--- config.mk ---
export PLATFORM = sky130hd
export DESIGN_NAME = pipeline_stall_sfr_timing
export DESIGN_NICKNAME = d
export VERILOG_FILES = /design/src/rtl/pipeline_stall_pkg.sv /design/src/rtl/pipeline_stall_sfr_timing.sv
export VERILOG_INCLUDE_DIRS = /design/src /design/src/rtl
export SDC_FILE = /design/constraint.sdc
export NUM_CORES = 1
export LEC_CHECK = 0
export ABC_AREA = 1
export BUFFER_PORTS_ARGS = -buffer_cell sky130_fd_sc_hd__buf_4
export CAP_MARGIN = 40
export CORE_MARGIN = 8
export CORE_UTILIZATION = 34
export DETAILED_ROUTE_END_ITERATION = 12
export SLEW_MARGIN = 10
export SYNTH_ARGS = -nofsm -noshare
export SYNTH_HDL_FRONTEND = slang
export SYNTH_SLANG_ARGS = --single-unit
--- constraint.sdc ---
create_clock -name clock -period 12.3 [get_ports clock]
set_input_delay 1.23 -clock clock [delete_from_list [all_inputs] [get_ports clock]]
set_output_delay 1.23 -clock clock [all_outputs]
set_load 0.005 [all_outputs]
--- src/rtl/pipeline_stall_defs.svh ---
`ifndef PIPELINE_STALL_DEFS_SVH
`define PIPELINE_STALL_DEFS_SVH

`define CLOCKS_PER_STATE     2
`define CYCLE_BASE_DEMUX     8'h02
`define CYCLE_BASE_MUX       8'h03
`define CYCLE_WAIT_MAX       8'h0f
`define TRISTATE_MAX         8'h01
`define ROM_READ_ADD         8'h02
`define IND_RAM_ADD          8'h01
`define SFR_AFTER_WRITE_ADD  8'h01
`define STATUS_AFTER_FLAGS   8'h02
`define STACK_AFTER_WRITE    8'h02
`define BRANCH_TEST_ADD      8'h01
`define MIN_STATES           8'h02
`define STD_JUMP_STATES      8'h04
`define CACHE_JUMP_STATES    8'h02
`define MISALIGN_ADD         8'h02

`define OFS_SYSCFG           12'h000
`define OFS_STATUS_REG       12'h004
`define OFS_STACK_PTR        12'h008
`define OFS_MULDIV_CTRL      12'h00c
`define OFS_STALL_INFO       12'h010

`define CYCLE_WAIT_HI        3
`define CYCLE_WAIT_LO        0
`define TRISTATE_BIT         5
`define BUS_TYPE_HI          7
`define BUS_TYPE_LO          6
`define CODE_ENABLE_BIT      10

`define STATUS_REG_RESET     16'h0000
`define STACK_PTR_RESET      16'h0000
`define MULDIV_CTRL_RESET    16'h0000
`define STATUS_REG_MASK      16'hffff
`define STACK_PTR_MASK       16'hffff
`define MULDIV_CTRL_MASK     16'hffff

`endif

--- src/rtl/pipeline_stall_pkg.sv ---
package pipeline_stall_pkg;

    typedef enum logic [1:0] {
        BUS_NONE    = 2'b00,
        BUS_MUX8    = 2'b01,
        BUS_MUX16   = 2'b10,
        BUS_DEMUX16 = 2'b11
    } bus_type_e;

    typedef enum logic [1:0] {
        JUMP_NONE     = 2'b00,
        JUMP_STANDARD = 2'b01,
        JUMP_CACHE    = 2'b10
    } jump_e;

    typedef struct packed {
        logic       romOperandRead;
        logic       directRamRead;
        logic       indirectRamRead;
        logic       autoIncDec;
        logic       sfrRead;
        logic       sfrWrite;
        logic       statusRead;
        logic       flagUpdate;
        logic       statusWrite;
        logic       stackImplicit;
        logic       stackWrite;
        logic       condBranch;
        jump_e      jump;
        logic [3:0] targetAddr;
        logic       targetDouble;
        logic [3:0] nextAddr;
        logic       nextDouble;
        logic       extRead;
        logic       extWrite;
        logic       extWord;
        logic       execExternal;
    } instr_desc_s;

    typedef struct packed {
        logic        valid;
        logic [15:0] data;
    } hw_update_s;

    typedef struct packed {
        logic [1:0]  pinMeta;
        logic [1:0]  pinSync;
        logic [3:0]  cycleWaitField;
        logic        tristateWaitBit;
        bus_type_e   busTypeField;
        logic        onchipCodeMemoryEnable;
        logic [15:0] processorStatusRegister;
        logic [15:0] stackPointer;
        logic [15:0] mulDivControl;
        logic [7:0]  remain;
        logic [7:0]  writeRemain;
        logic [7:0]  lastStall;
        logic        phase;
        logic        prevAutoIncDec;
        logic        prevSfrWrite;
        logic        prevFlagUpdate;
        logic        prevStackWrite;
        logic        prevStatusWrite;
        logic [31:0] rdata;
    } state_s;

endpackage

--- src/rtl/pipeline_stall_sfr_timing.sv ---
// What this block does
// [RULE1] One state is two clock periods; all stalls count whole states.
// [RULE2] Access cycle is 2 or 3 states plus (15-cycle) plus (1-tristate) waits.
// [RULE3] Internal ROM operand read, byte or word, adds two states.
// [RULE4] Register or direct internal RAM reads add nothing.
// [RULE5] Indirect RAM read after auto-increment or decrement adds one state.
// [RULE6] Special register read right after a special register write adds one.
// [RULE7] Status register read right after implicit flag update adds two.
// [RULE8] Implicit stack pointer change after explicit stack write adds two.
// [RULE9] External read on a 16-bit bus adds one access cycle.
// [RULE10] Word read on an 8-bit bus takes two access cycles.
// [RULE11] External write costs one access cycle, always when running externally.
// [RULE12] Internal code posts external writes; visible stall is zero to one cycle.
// [RULE13] Word write on an 8-bit bus takes two access cycles.
// [RULE14] Conditional branch right after status register write adds one state.
// [RULE15] Standard jump takes four states, two more for misaligned double target.
// [RULE16] Cache jump takes two, two more if target and successor misaligned.
// [RULE17] Status, stack pointer, multiply control also take hardware updates.
// [RULE18] Software write wins over simultaneous hardware update.
// [RULE19] Byte write stores addressed byte and clears the other byte.
// [RULE20] Unimplemented bits ignore writes and read zero.
// [RULE21] Bus type and code memory enable load from two pins at reset.
// [RULE22] Bus type: 00 none, 01 mux 8-bit, 10 mux 16-bit, 11 demux 16-bit.
// [RULE23] Hazards only between adjacent instructions; stalls hold the history.
//
// Implementation choices: the APB register port and the register offsets.
`timescale 1ns/1ps
`include "pipeline_stall_defs.svh"

module pipeline_stall_sfr_timing (
    input  wire logic                            clock,
    input  wire logic                            rst,
    input  wire logic                            busConfigPinLow,
    input  wire logic                            busConfigPinHigh,
    input  wire logic                            issueValid,
    input  wire pipeline_stall_pkg::instr_desc_s issueDesc,
    output logic                                 issueReady,
    input  wire pipeline_stall_pkg::hw_update_s  hwStatus,
    input  wire pipeline_stall_pkg::hw_update_s  hwStack,
    input  wire pipeline_stall_pkg::hw_update_s  hwMulDiv,
    output logic [15:0]                          processorStatusRegister,
    output logic [15:0]                          stackPointer,
    output logic [15:0]                          mulDivControl,
    output pipeline_stall_pkg::bus_type_e        busTypeField,
    output logic                                 onchipCodeMemoryEnable,
    output logic [7:0]                           stallStates,
    input  wire logic                            psel,
    input  wire logic                            penable,
    input  wire logic                            pwrite,
    input  wire logic [11:0]                     paddr,
    input  wire logic [31:0]                     pwdata,
    input  wire logic [3:0]                      pstrb,
    output logic [31:0]                          prdata,
    output logic                                 pready,
    output logic                                 pslverr
);

    pipeline_stall_pkg::state_s s;
    pipeline_stall_pkg::state_s next_s;

    logic [7:0]  cycleLen;
    logic [7:0]  wideCost;
    logic        byteBus;
    logic        stateTick;
    logic        swWrite;
    logic        swRead;
    logic        mapped;
    logic [15:0] merged;

    function automatic logic [7:0] cycleStates(
        input pipeline_stall_pkg::bus_type_e bt,
        input logic [3:0]                    cw,
        input logic                          tw
    );
        logic [7:0] base;
        base = (bt == pipeline_stall_pkg::BUS_DEMUX16) ?
            `CYCLE_BASE_DEMUX : `CYCLE_BASE_MUX;
        return base + (`CYCLE_WAIT_MAX - {4'h0, cw})
            + (`TRISTATE_MAX - {7'h00, tw});
    endfunction

    function automatic logic misaligned(
        input logic [3:0] addr
    );
        return addr[1:0] == 2'b10;
    endfunction

    function automatic logic [15:0] byteMerge(
        input logic [1:0]  strb,
        input logic [15:0] data
    );
        logic [15:0] r;
        unique case (strb)
            2'b01:   r = {8'h00, data[7:0]};
            2'b10:   r = {data[15:8], 8'h00};
            default: r = data;
        endcase
        return r;
    endfunction

    // Clock counts oscillator periods, so a state is every second edge
    assign stateTick = s.phase; // [RULE1]

    // Mux bus types get the extra base state
    assign cycleLen = cycleStates(s.busTypeField, s.cycleWaitField,
        s.tristateWaitBit); // [RULE2] [RULE22]
    assign byteBus = s.busTypeField == pipeline_stall_pkg::BUS_MUX8; // [RULE22]

    // Same cost shape for reads and writes
    assign wideCost = (byteBus && issueDesc.extWord) ?
        {cycleLen[6:0], 1'b0} : cycleLen; // [RULE9] [RULE10] [RULE13]

    assign swWrite = psel && penable && pwrite && (pstrb[1:0] != 2'b00);
    assign swRead = psel && !penable;
    assign merged = byteMerge(pstrb[1:0], pwdata[15:0]); // [RULE19]

    assign mapped = (paddr == `OFS_SYSCFG) || (paddr == `OFS_STATUS_REG) ||
        (paddr == `OFS_STACK_PTR) || (paddr == `OFS_MULDIV_CTRL) ||
        (paddr == `OFS_STALL_INFO);

    always_comb begin
        logic [7:0] add;
        logic       idle;
        add = 8'h00;
        idle = s.remain == 8'h00;
        next_s = s;
        next_s.pinMeta = {busConfigPinHigh, busConfigPinLow};
        next_s.pinSync = s.pinMeta;
        next_s.phase = ~s.phase;

        if (stateTick) begin
            if (s.remain != 8'h00) begin
                next_s.remain = s.remain - 8'h01;
            end
            if (s.writeRemain != 8'h00) begin
                next_s.writeRemain = s.writeRemain - 8'h01;
            end
        end

        if (issueValid && idle) begin
            if (issueDesc.romOperandRead) begin
                add = add + `ROM_READ_ADD; // [RULE3]
            end
            // Direct and register operands never stall [RULE4]
            if (issueDesc.indirectRamRead && s.prevAutoIncDec) begin
                add = add + `IND_RAM_ADD; // [RULE5]
            end
            if (issueDesc.sfrRead && s.prevSfrWrite) begin
                add = add + `SFR_AFTER_WRITE_ADD; // [RULE6]
            end
            if (issueDesc.statusRead && s.prevFlagUpdate) begin
                add = add + `STATUS_AFTER_FLAGS; // [RULE7]
            end
            if (issueDesc.stackImplicit && s.prevStackWrite) begin
                add = add + `STACK_AFTER_WRITE; // [RULE8]
            end
            if (issueDesc.condBranch && s.prevStatusWrite) begin
                add = add + `BRANCH_TEST_ADD; // [RULE14]
            end

            // Figures beyond the two-state minimum
            unique case (issueDesc.jump)
                pipeline_stall_pkg::JUMP_NONE: begin
                end
                pipeline_stall_pkg::JUMP_STANDARD: begin
                    add = add + (`STD_JUMP_STATES - `MIN_STATES); // [RULE15]
                    if (issueDesc.targetDouble &&
                        misaligned(issueDesc.targetAddr)) begin
                        add = add + `MISALIGN_ADD; // [RULE15]
                    end
                end
                pipeline_stall_pkg::JUMP_CACHE: begin
                    add = add + (`CACHE_JUMP_STATES - `MIN_STATES); // [RULE16]
                    if (issueDesc.targetDouble &&
                        misaligned(issueDesc.targetAddr) &&
                        issueDesc.nextDouble &&
                        misaligned(issueDesc.nextAddr)) begin
                        add = add + `MISALIGN_ADD; // [RULE16]
                    end
                end
                default: begin
                end
            endcase

            // A posted write still on the bus delays the next external read or write
            if (issueDesc.extRead || issueDesc.extWrite) begin
                add = add + s.writeRemain; // [RULE12]
            end
            if (issueDesc.extRead) begin
                add = add + wideCost; // [RULE9] [RULE10]
            end
            if (issueDesc.extWrite) begin
                if (issueDesc.execExternal) begin
                    add = add + wideCost; // [RULE11] [RULE13]
                    next_s.writeRemain = 8'h00;
                end else begin
                    next_s.writeRemain = wideCost; // [RULE12] [RULE13]
                end
            end else if (issueDesc.extRead) begin
                next_s.writeRemain = 8'h00;
            end

            next_s.remain = add;
            next_s.lastStall = add;
            // History moves only on issue, not during stall states
            next_s.prevAutoIncDec = issueDesc.autoIncDec; // [RULE23]
            next_s.prevSfrWrite = issueDesc.sfrWrite; // [RULE23]
            next_s.prevFlagUpdate = issueDesc.flagUpdate; // [RULE23]
            next_s.prevStackWrite = issueDesc.stackWrite; // [RULE23]
            next_s.prevStatusWrite = issueDesc.statusWrite; // [RULE23]
        end

        // Hardware first, software after so it overrides
        if (hwStatus.valid) begin
            next_s.processorStatusRegister =
                hwStatus.data & `STATUS_REG_MASK; // [RULE17]
        end
        if (hwStack.valid) begin
            next_s.stackPointer = hwStack.data & `STACK_PTR_MASK; // [RULE17]
        end
        if (hwMulDiv.valid) begin
            next_s.mulDivControl = hwMulDiv.data & `MULDIV_CTRL_MASK; // [RULE17]
        end

        if (swWrite) begin
            unique case (paddr)
                `OFS_SYSCFG: begin
                    next_s.cycleWaitField =
                        merged[`CYCLE_WAIT_HI:`CYCLE_WAIT_LO]; // [RULE19]
                    next_s.tristateWaitBit = merged[`TRISTATE_BIT];
                    // Bus type frozen once an external bus is chosen
                    if (s.busTypeField == pipeline_stall_pkg::BUS_NONE) begin
                        next_s.busTypeField = pipeline_stall_pkg::bus_type_e'(
                            merged[`BUS_TYPE_HI:`BUS_TYPE_LO]);
                    end
                end
                `OFS_STATUS_REG: begin
                    next_s.processorStatusRegister =
                        merged & `STATUS_REG_MASK; // [RULE18] [RULE19]
                end
                `OFS_STACK_PTR: begin
                    next_s.stackPointer = merged & `STACK_PTR_MASK; // [RULE18]
                end
                `OFS_MULDIV_CTRL: begin
                    next_s.mulDivControl = merged & `MULDIV_CTRL_MASK; // [RULE18]
                end
                default: begin
                end
            endcase
        end

        // Read data is captured in the setup cycle
        if (swRead) begin
            next_s.rdata = 32'h00000000; // [RULE20]
            unique case (paddr)
                `OFS_SYSCFG: begin
                    next_s.rdata[`CYCLE_WAIT_HI:`CYCLE_WAIT_LO] =
                        s.cycleWaitField;
                    next_s.rdata[`TRISTATE_BIT] = s.tristateWaitBit;
                    next_s.rdata[`BUS_TYPE_HI:`BUS_TYPE_LO] = s.busTypeField;
                    next_s.rdata[`CODE_ENABLE_BIT] = s.onchipCodeMemoryEnable;
                end
                `OFS_STATUS_REG: begin
                    next_s.rdata[15:0] = s.processorStatusRegister;
                end
                `OFS_STACK_PTR: begin
                    next_s.rdata[15:0] = s.stackPointer;
                end
                `OFS_MULDIV_CTRL: begin
                    next_s.rdata[15:0] = s.mulDivControl;
                end
                `OFS_STALL_INFO: begin
                    next_s.rdata = {cycleLen, s.writeRemain, s.remain,
                        s.lastStall};
                end
                default: begin
                end
            endcase
        end

        // Reset is synchronous, so the synchronised pins may load here
        if (rst) begin
            next_s = '0;
            next_s.pinMeta = {busConfigPinHigh, busConfigPinLow};
            next_s.pinSync = s.pinMeta;
            next_s.busTypeField =
                pipeline_stall_pkg::bus_type_e'(s.pinSync); // [RULE21]
            next_s.onchipCodeMemoryEnable = s.pinSync == 2'b00; // [RULE21]
            next_s.processorStatusRegister = `STATUS_REG_RESET;
            next_s.stackPointer = `STACK_PTR_RESET;
            next_s.mulDivControl = `MULDIV_CTRL_RESET;
        end
    end

    always_ff @(posedge clock) begin
        s <= next_s;
    end

    assign issueReady = !rst && (s.remain == 8'h00);
    assign processorStatusRegister = s.processorStatusRegister;
    assign stackPointer = s.stackPointer;
    assign mulDivControl = s.mulDivControl;
    assign busTypeField = s.busTypeField;
    assign onchipCodeMemoryEnable = s.onchipCodeMemoryEnable;
    assign stallStates = s.lastStall;
    assign prdata = s.rdata;
    assign pready = psel && penable;
    assign pslverr = psel && penable && !mapped;

endmodule

==> flow_summary.html <==
<table>
<tr><th>Metric</th><th>Value</th></tr>
<tr><th colspan="2">Final layout</th></tr>
<tr><td>Top library cells by usage in the layout, fill and taps aside</td><td>nand2_1, buf_4, o21ai_0</td></tr>
<tr><td>NumNets Final</td><td>1486</td></tr>
<tr><td>Share of the core filled with cells in the final layout</td><td>41.5%</td></tr>
<tr><td>Fraction of final layout cells sized beyond drive strength 1</td><td>22.6%</td></tr>
<tr><td>Antenna diode count</td><td>0</td></tr>
<tr><td>Syn-to-layout area delta</td><td>20.9%</td></tr>
<tr><td>Final cell area excluding filler cells</td><td>9970 um2</td></tr>
<tr><td>Leading cell type in the layout, fill and taps excluded</td><td>nand2_1</td></tr>
<tr><th colspan="2">Global routing</th></tr>
<tr><td>Initial antenna violation count</td><td>0</td></tr>
<tr><td>Vias in the first global route</td><td>7644</td></tr>
<tr><td>Congestion Overflow GR</td><td>0</td></tr>
<tr><td>Wire length of the first global-routing pass</td><td>41.2 mm</td></tr>
<tr><td>Pin count of the biggest net entering global routing</td><td>83</td></tr>
<tr><td>Total routing usage reported by global routing</td><td>17.9%</td></tr>
<tr><th colspan="2">Synthesis</th></tr>
<tr><td>Post-Synthesis Mean Instance Area</td><td>6.78 um2</td></tr>
<tr><td>Yosys top cell by area</td><td>dfxtp_1</td></tr>
<tr><td>Total of warnings raised by yosys</td><td>0</td></tr>
<tr><td>Register area share after synthesis</td><td>29.3%</td></tr>
<tr><td>Distinct cell type count of the synthesized netlist</td><td>49</td></tr>
<tr><td>Number of cells produced by synthesis</td><td>1217</td></tr>
<tr><td>Asr flop ratio synth</td><td>0%</td></tr>
<tr><td>Dominant cells by area after synthesis</td><td>dfxtp_1, o21ai_0, nand2_1</td></tr>
<tr><td>Flip-flop cell with the highest count after synthesis</td><td>dfxtp_1</td></tr>
<tr><td>Cell area after synthesis</td><td>8250 um2</td></tr>
<tr><td>Flops &amp; latches, synth</td><td>119</td></tr>
<tr><td>Post-synth EDFFs</td><td>3</td></tr>
<tr><td>Share of the synthesized area in the top cell type</td><td>28.2%</td></tr>
<tr><th colspan="2">Clocking</th></tr>
<tr><td>Number of sinks handled by clock tree synthesis</td><td>119</td></tr>
<tr><td>Clock insertion delay at the later pin of the skew report</td><td>0.42 ns</td></tr>
<tr><td>Number of H-tree branching levels</td><td>4</td></tr>
<tr><td>Clock input transition at the sequential cells of the worst setup and hold paths</td><td>0.06 ns</td></tr>
<tr><td>TritonCTS clock tree</td><td>yes</td></tr>
<tr><td>CTS buffer count</td><td>17</td></tr>
<tr><td>Number of setup buffers added after CTS</td><td>0</td></tr>
<tr><td>Clock root buffer master</td><td>clkbuf_16</td></tr>
<tr><td>Buffer levels on the longest clock path</td><td>2</td></tr>
<tr><td>Resized cells post-CTS</td><td>0</td></tr>
<tr><td>CTS Hold Buffers Added</td><td>0</td></tr>
<tr><th colspan="2">Route</th></tr>
<tr><td>Count of routing violations after the opening detailed-route iteration</td><td>691</td></tr>
<tr><td>Via count normalized by instance count</td><td>4.82</td></tr>
<tr><td>Number of iterations in the first detailed-routing pass</td><td>5</td></tr>
<tr><td>Routed len/inst</td><td>16.5 um</td></tr>
<tr><td>Antenna Violating Nets Remaining</td><td>0</td></tr>
<tr><td>DRC violations left</td><td>0</td></tr>
<tr><td>Routed wire length</td><td>27.2 mm</td></tr>
<tr><td>Vias</td><td>7954</td></tr>
<tr><th colspan="2">Setup path</th></tr>
<tr><td>Critical Path Max Stage Delay</td><td>0.36 ns</td></tr>
<tr><td>Slowest stage cell on the critical path</td><td>ha_1</td></tr>
<tr><td>Max Fanout on Critical Path</td><td>4</td></tr>
<tr><td>Setup crit start kind</td><td>primary input</td></tr>
<tr><td>Arrival @ worst endpoint</td><td>6.96 ns</td></tr>
<tr><td>Type of the worst setup path</td><td>in2reg</td></tr>
<tr><td>CP Data Required Time</td><td>12.64 ns</td></tr>
<tr><td>Crit path top cell by count</td><td>inv_1</td></tr>
<tr><td>Setup crit end kind</td><td>flip-flop</td></tr>
<tr><th colspan="2">Placement</th></tr>
<tr><td>Instance area at placement</td><td>9380 um2</td></tr>
<tr><td>Placer Congestion</td><td>0.870</td></tr>
<tr><td>Final HPWL DP</td><td>21.2 mm</td></tr>
<tr><td>Port buffer count</td><td>202</td></tr>
<tr><th colspan="2">Power</th></tr>
<tr><td>Overall power after layout</td><td>1550 uW</td></tr>
<tr><td>Power density normalized to cell area</td><td>156 nW/um2</td></tr>
<tr><td>Switch share</td><td>37.7%</td></tr>
<tr><td>Highest ir drop seen on vdd</td><td>0.0708 mV</td></tr>
<tr><td>Static leakage</td><td>0.00455 uW</td></tr>
<tr><td>Comb pwr share</td><td>36.8%</td></tr>
<tr><td>Total net switching power</td><td>586 uW</td></tr>
<tr><td>Internal Pwr Total</td><td>968 uW</td></tr>
<tr><td>Clock network fraction of total power</td><td>32.3%</td></tr>
<tr><td>Seq pwr share</td><td>30.9%</td></tr>
<tr><th colspan="2">Die</th></tr>
<tr><td>Die Span X</td><td>172 um</td></tr>
<tr><td>CORE AREA</td><td>24000 um2</td></tr>
<tr><td>Count of boundary I/O pins</td><td>229</td></tr>
<tr><td>Area enclosed by the die boundary</td><td>29500 um2</td></tr>
<tr><td>Height of the die</td><td>172 um</td></tr>
<tr><td>Row count</td><td>57</td></tr>
<tr><td>Starting utilization of the core area</td><td>34.3%</td></tr>
<tr><th colspan="2">Timing</th></tr>
<tr><td>Max Fclk</td><td>0.151 GHz</td></tr>
<tr><td>Clock skew after layout</td><td>0.0106 ns</td></tr>
<tr><td>RSZ-0062 raised after global routing</td><td>no</td></tr>
<tr><td>Accumulated negative setup slack</td><td>0 ns</td></tr>
<tr><td>Max-Slew Margin vs Limit</td><td>38.4%</td></tr>
<tr><td>Pins Over Slew Limit</td><td>0</td></tr>
<tr><td>Slew at the pin with the worst max-slew slack</td><td>0.900 ns</td></tr>
<tr><td>Final Hold Violating Endpoints</td><td>0</td></tr>
<tr><td>Post-layout min period</td><td>6.62 ns</td></tr>
<tr><td>Share of the cycle needed by the critical path after routing</td><td>53.8%</td></tr>
<tr><td>Total setup violations reported at the end of the flow</td><td>0</td></tr>
<tr><td>Worst hold margin</td><td>0.329 ns</td></tr>
<tr><th colspan="2">Min path</th></tr>
<tr><td>Worst hold path class</td><td>reg2reg</td></tr>
<tr><th colspan="2">Job</th></tr>
<tr><td>Number of maximum-capacitance violations</td><td>0</td></tr>
<tr><th colspan="2">Outcome</th></tr>
<tr><td>Run status</td><td>complete, no violations</td></tr>
</table>
-- power groups by stage --
stage	clock [uW]	sequential, uW	combinational, uW
floorplan	0	473	429
global placement	0	488	556
detailed placement	0	488	567
CTS	511	480	573
global route	528	487	650
finish	502	480	571
-- cells in the mapped netlist (all sizes together), types with 4 or more instances --
master and number:
a2111oi 7, a211oi 7, a21oi 108, a31oi 5
buf 98, clkbuf 36, dfxtp 116, fa 4
ha 35, inv 162, nand2 233, nand3 44
nand4 7, nor2 88, nor3 11, nor4 5
o21ai 181, o21bai 5, o22ai 23, xnor2 8
xor2 16
-- layout make-up --
cell class	count	area (um2)
Clock buffer	19	443
Clock inverter	13	148
Fill cell	2520	14100
Inverter	165	619
Multi-Input combinational cell	802	4380
Sequential cell	119	2410
Tap cell	324	405
Timing Repair Buffer	207	1560
-- per-layer routing --
metal | track usage, % | share of wire, % | vias up
met1 | 22.2 | 42 | 3605
met5 | 0 | 0 | -
met4 | 6.09 | 2.2 | 0
met3 | 4.11 | 7.7 | 36
li1 | - | - | 4090
met2 | 30.1 | 48 | 223
-- cell families (layout without fill, tap and decap cells) --
| logic type | after synthesis | in the layout | share of synthesized area, % |
|---|---|---|---|
| buffers and inverters | 299 | 404 | 17.8 |
| flip-flops | 119 | 119 | 29.3 |
| other | 1 | 4 | 0.0455 |
| AO/OA/AOI/OAI | 342 | 342 | 22.6 |
| adder cells (fa/ha/maj) | 39 | 39 | 6.28 |
| XOR/XNOR | 24 | 24 | 2.64 |
| AND/OR/NAND/NOR | 393 | 393 | 21.4 |
-- per-stage QoR --
| stage | std cells | setup WS, ns |
|---|---|---|
| 2_1_floorplan | 1220 | 6.06 |
| 3_3_place_gp | 1616 | 5.38 |
| 3_5_place_dp | 1617 | 5.28 |
| 4_1_cts | 1649 | 5.69 |
| 5_1_grt | 1649 | 5.06 |
| 6_report | 1649 | 5.68 |
-- critical path, delay by kind of cell --
| kind | cells | cell delay, ns |
|---|---|---|
| fa+ha+maj | 6 | 1.72 |
| xor+xnor | 2 | 0.45 |
| compound gates | 8 | 0.95 |
| buf+inv | 12 | 0.82 |
| simple gates | 19 | 1.79 |
-- flip-flops by register name, indices dropped and copies added, names as in the netlist --
| register | flops |
|---|---|
| busTypeField | 2 |
| stackPointer | 16 |
| stallStates | 8 |
| processorStatusRegister | 16 |
| mulDivControl | 16 |
| stateTick | 1 |
| onchipCodeMemoryEnable | 1 |
| prdata | 29 |
| s | 30 |
-- final timing paths --
check | start | end | slack [ns] | cells past startpoint
setup reg to reg | s[36] | s[60] | 6.30 | 46
hold reg to reg | s[121] | s[119] | 0.33 | 0
hold / removal | s[121] | s[119] | 0.33 | 0
setup / recovery | issueDesc[25] | s[60] | 5.68 | 47
Note: power is estimated with default switching activity, not from simulation.
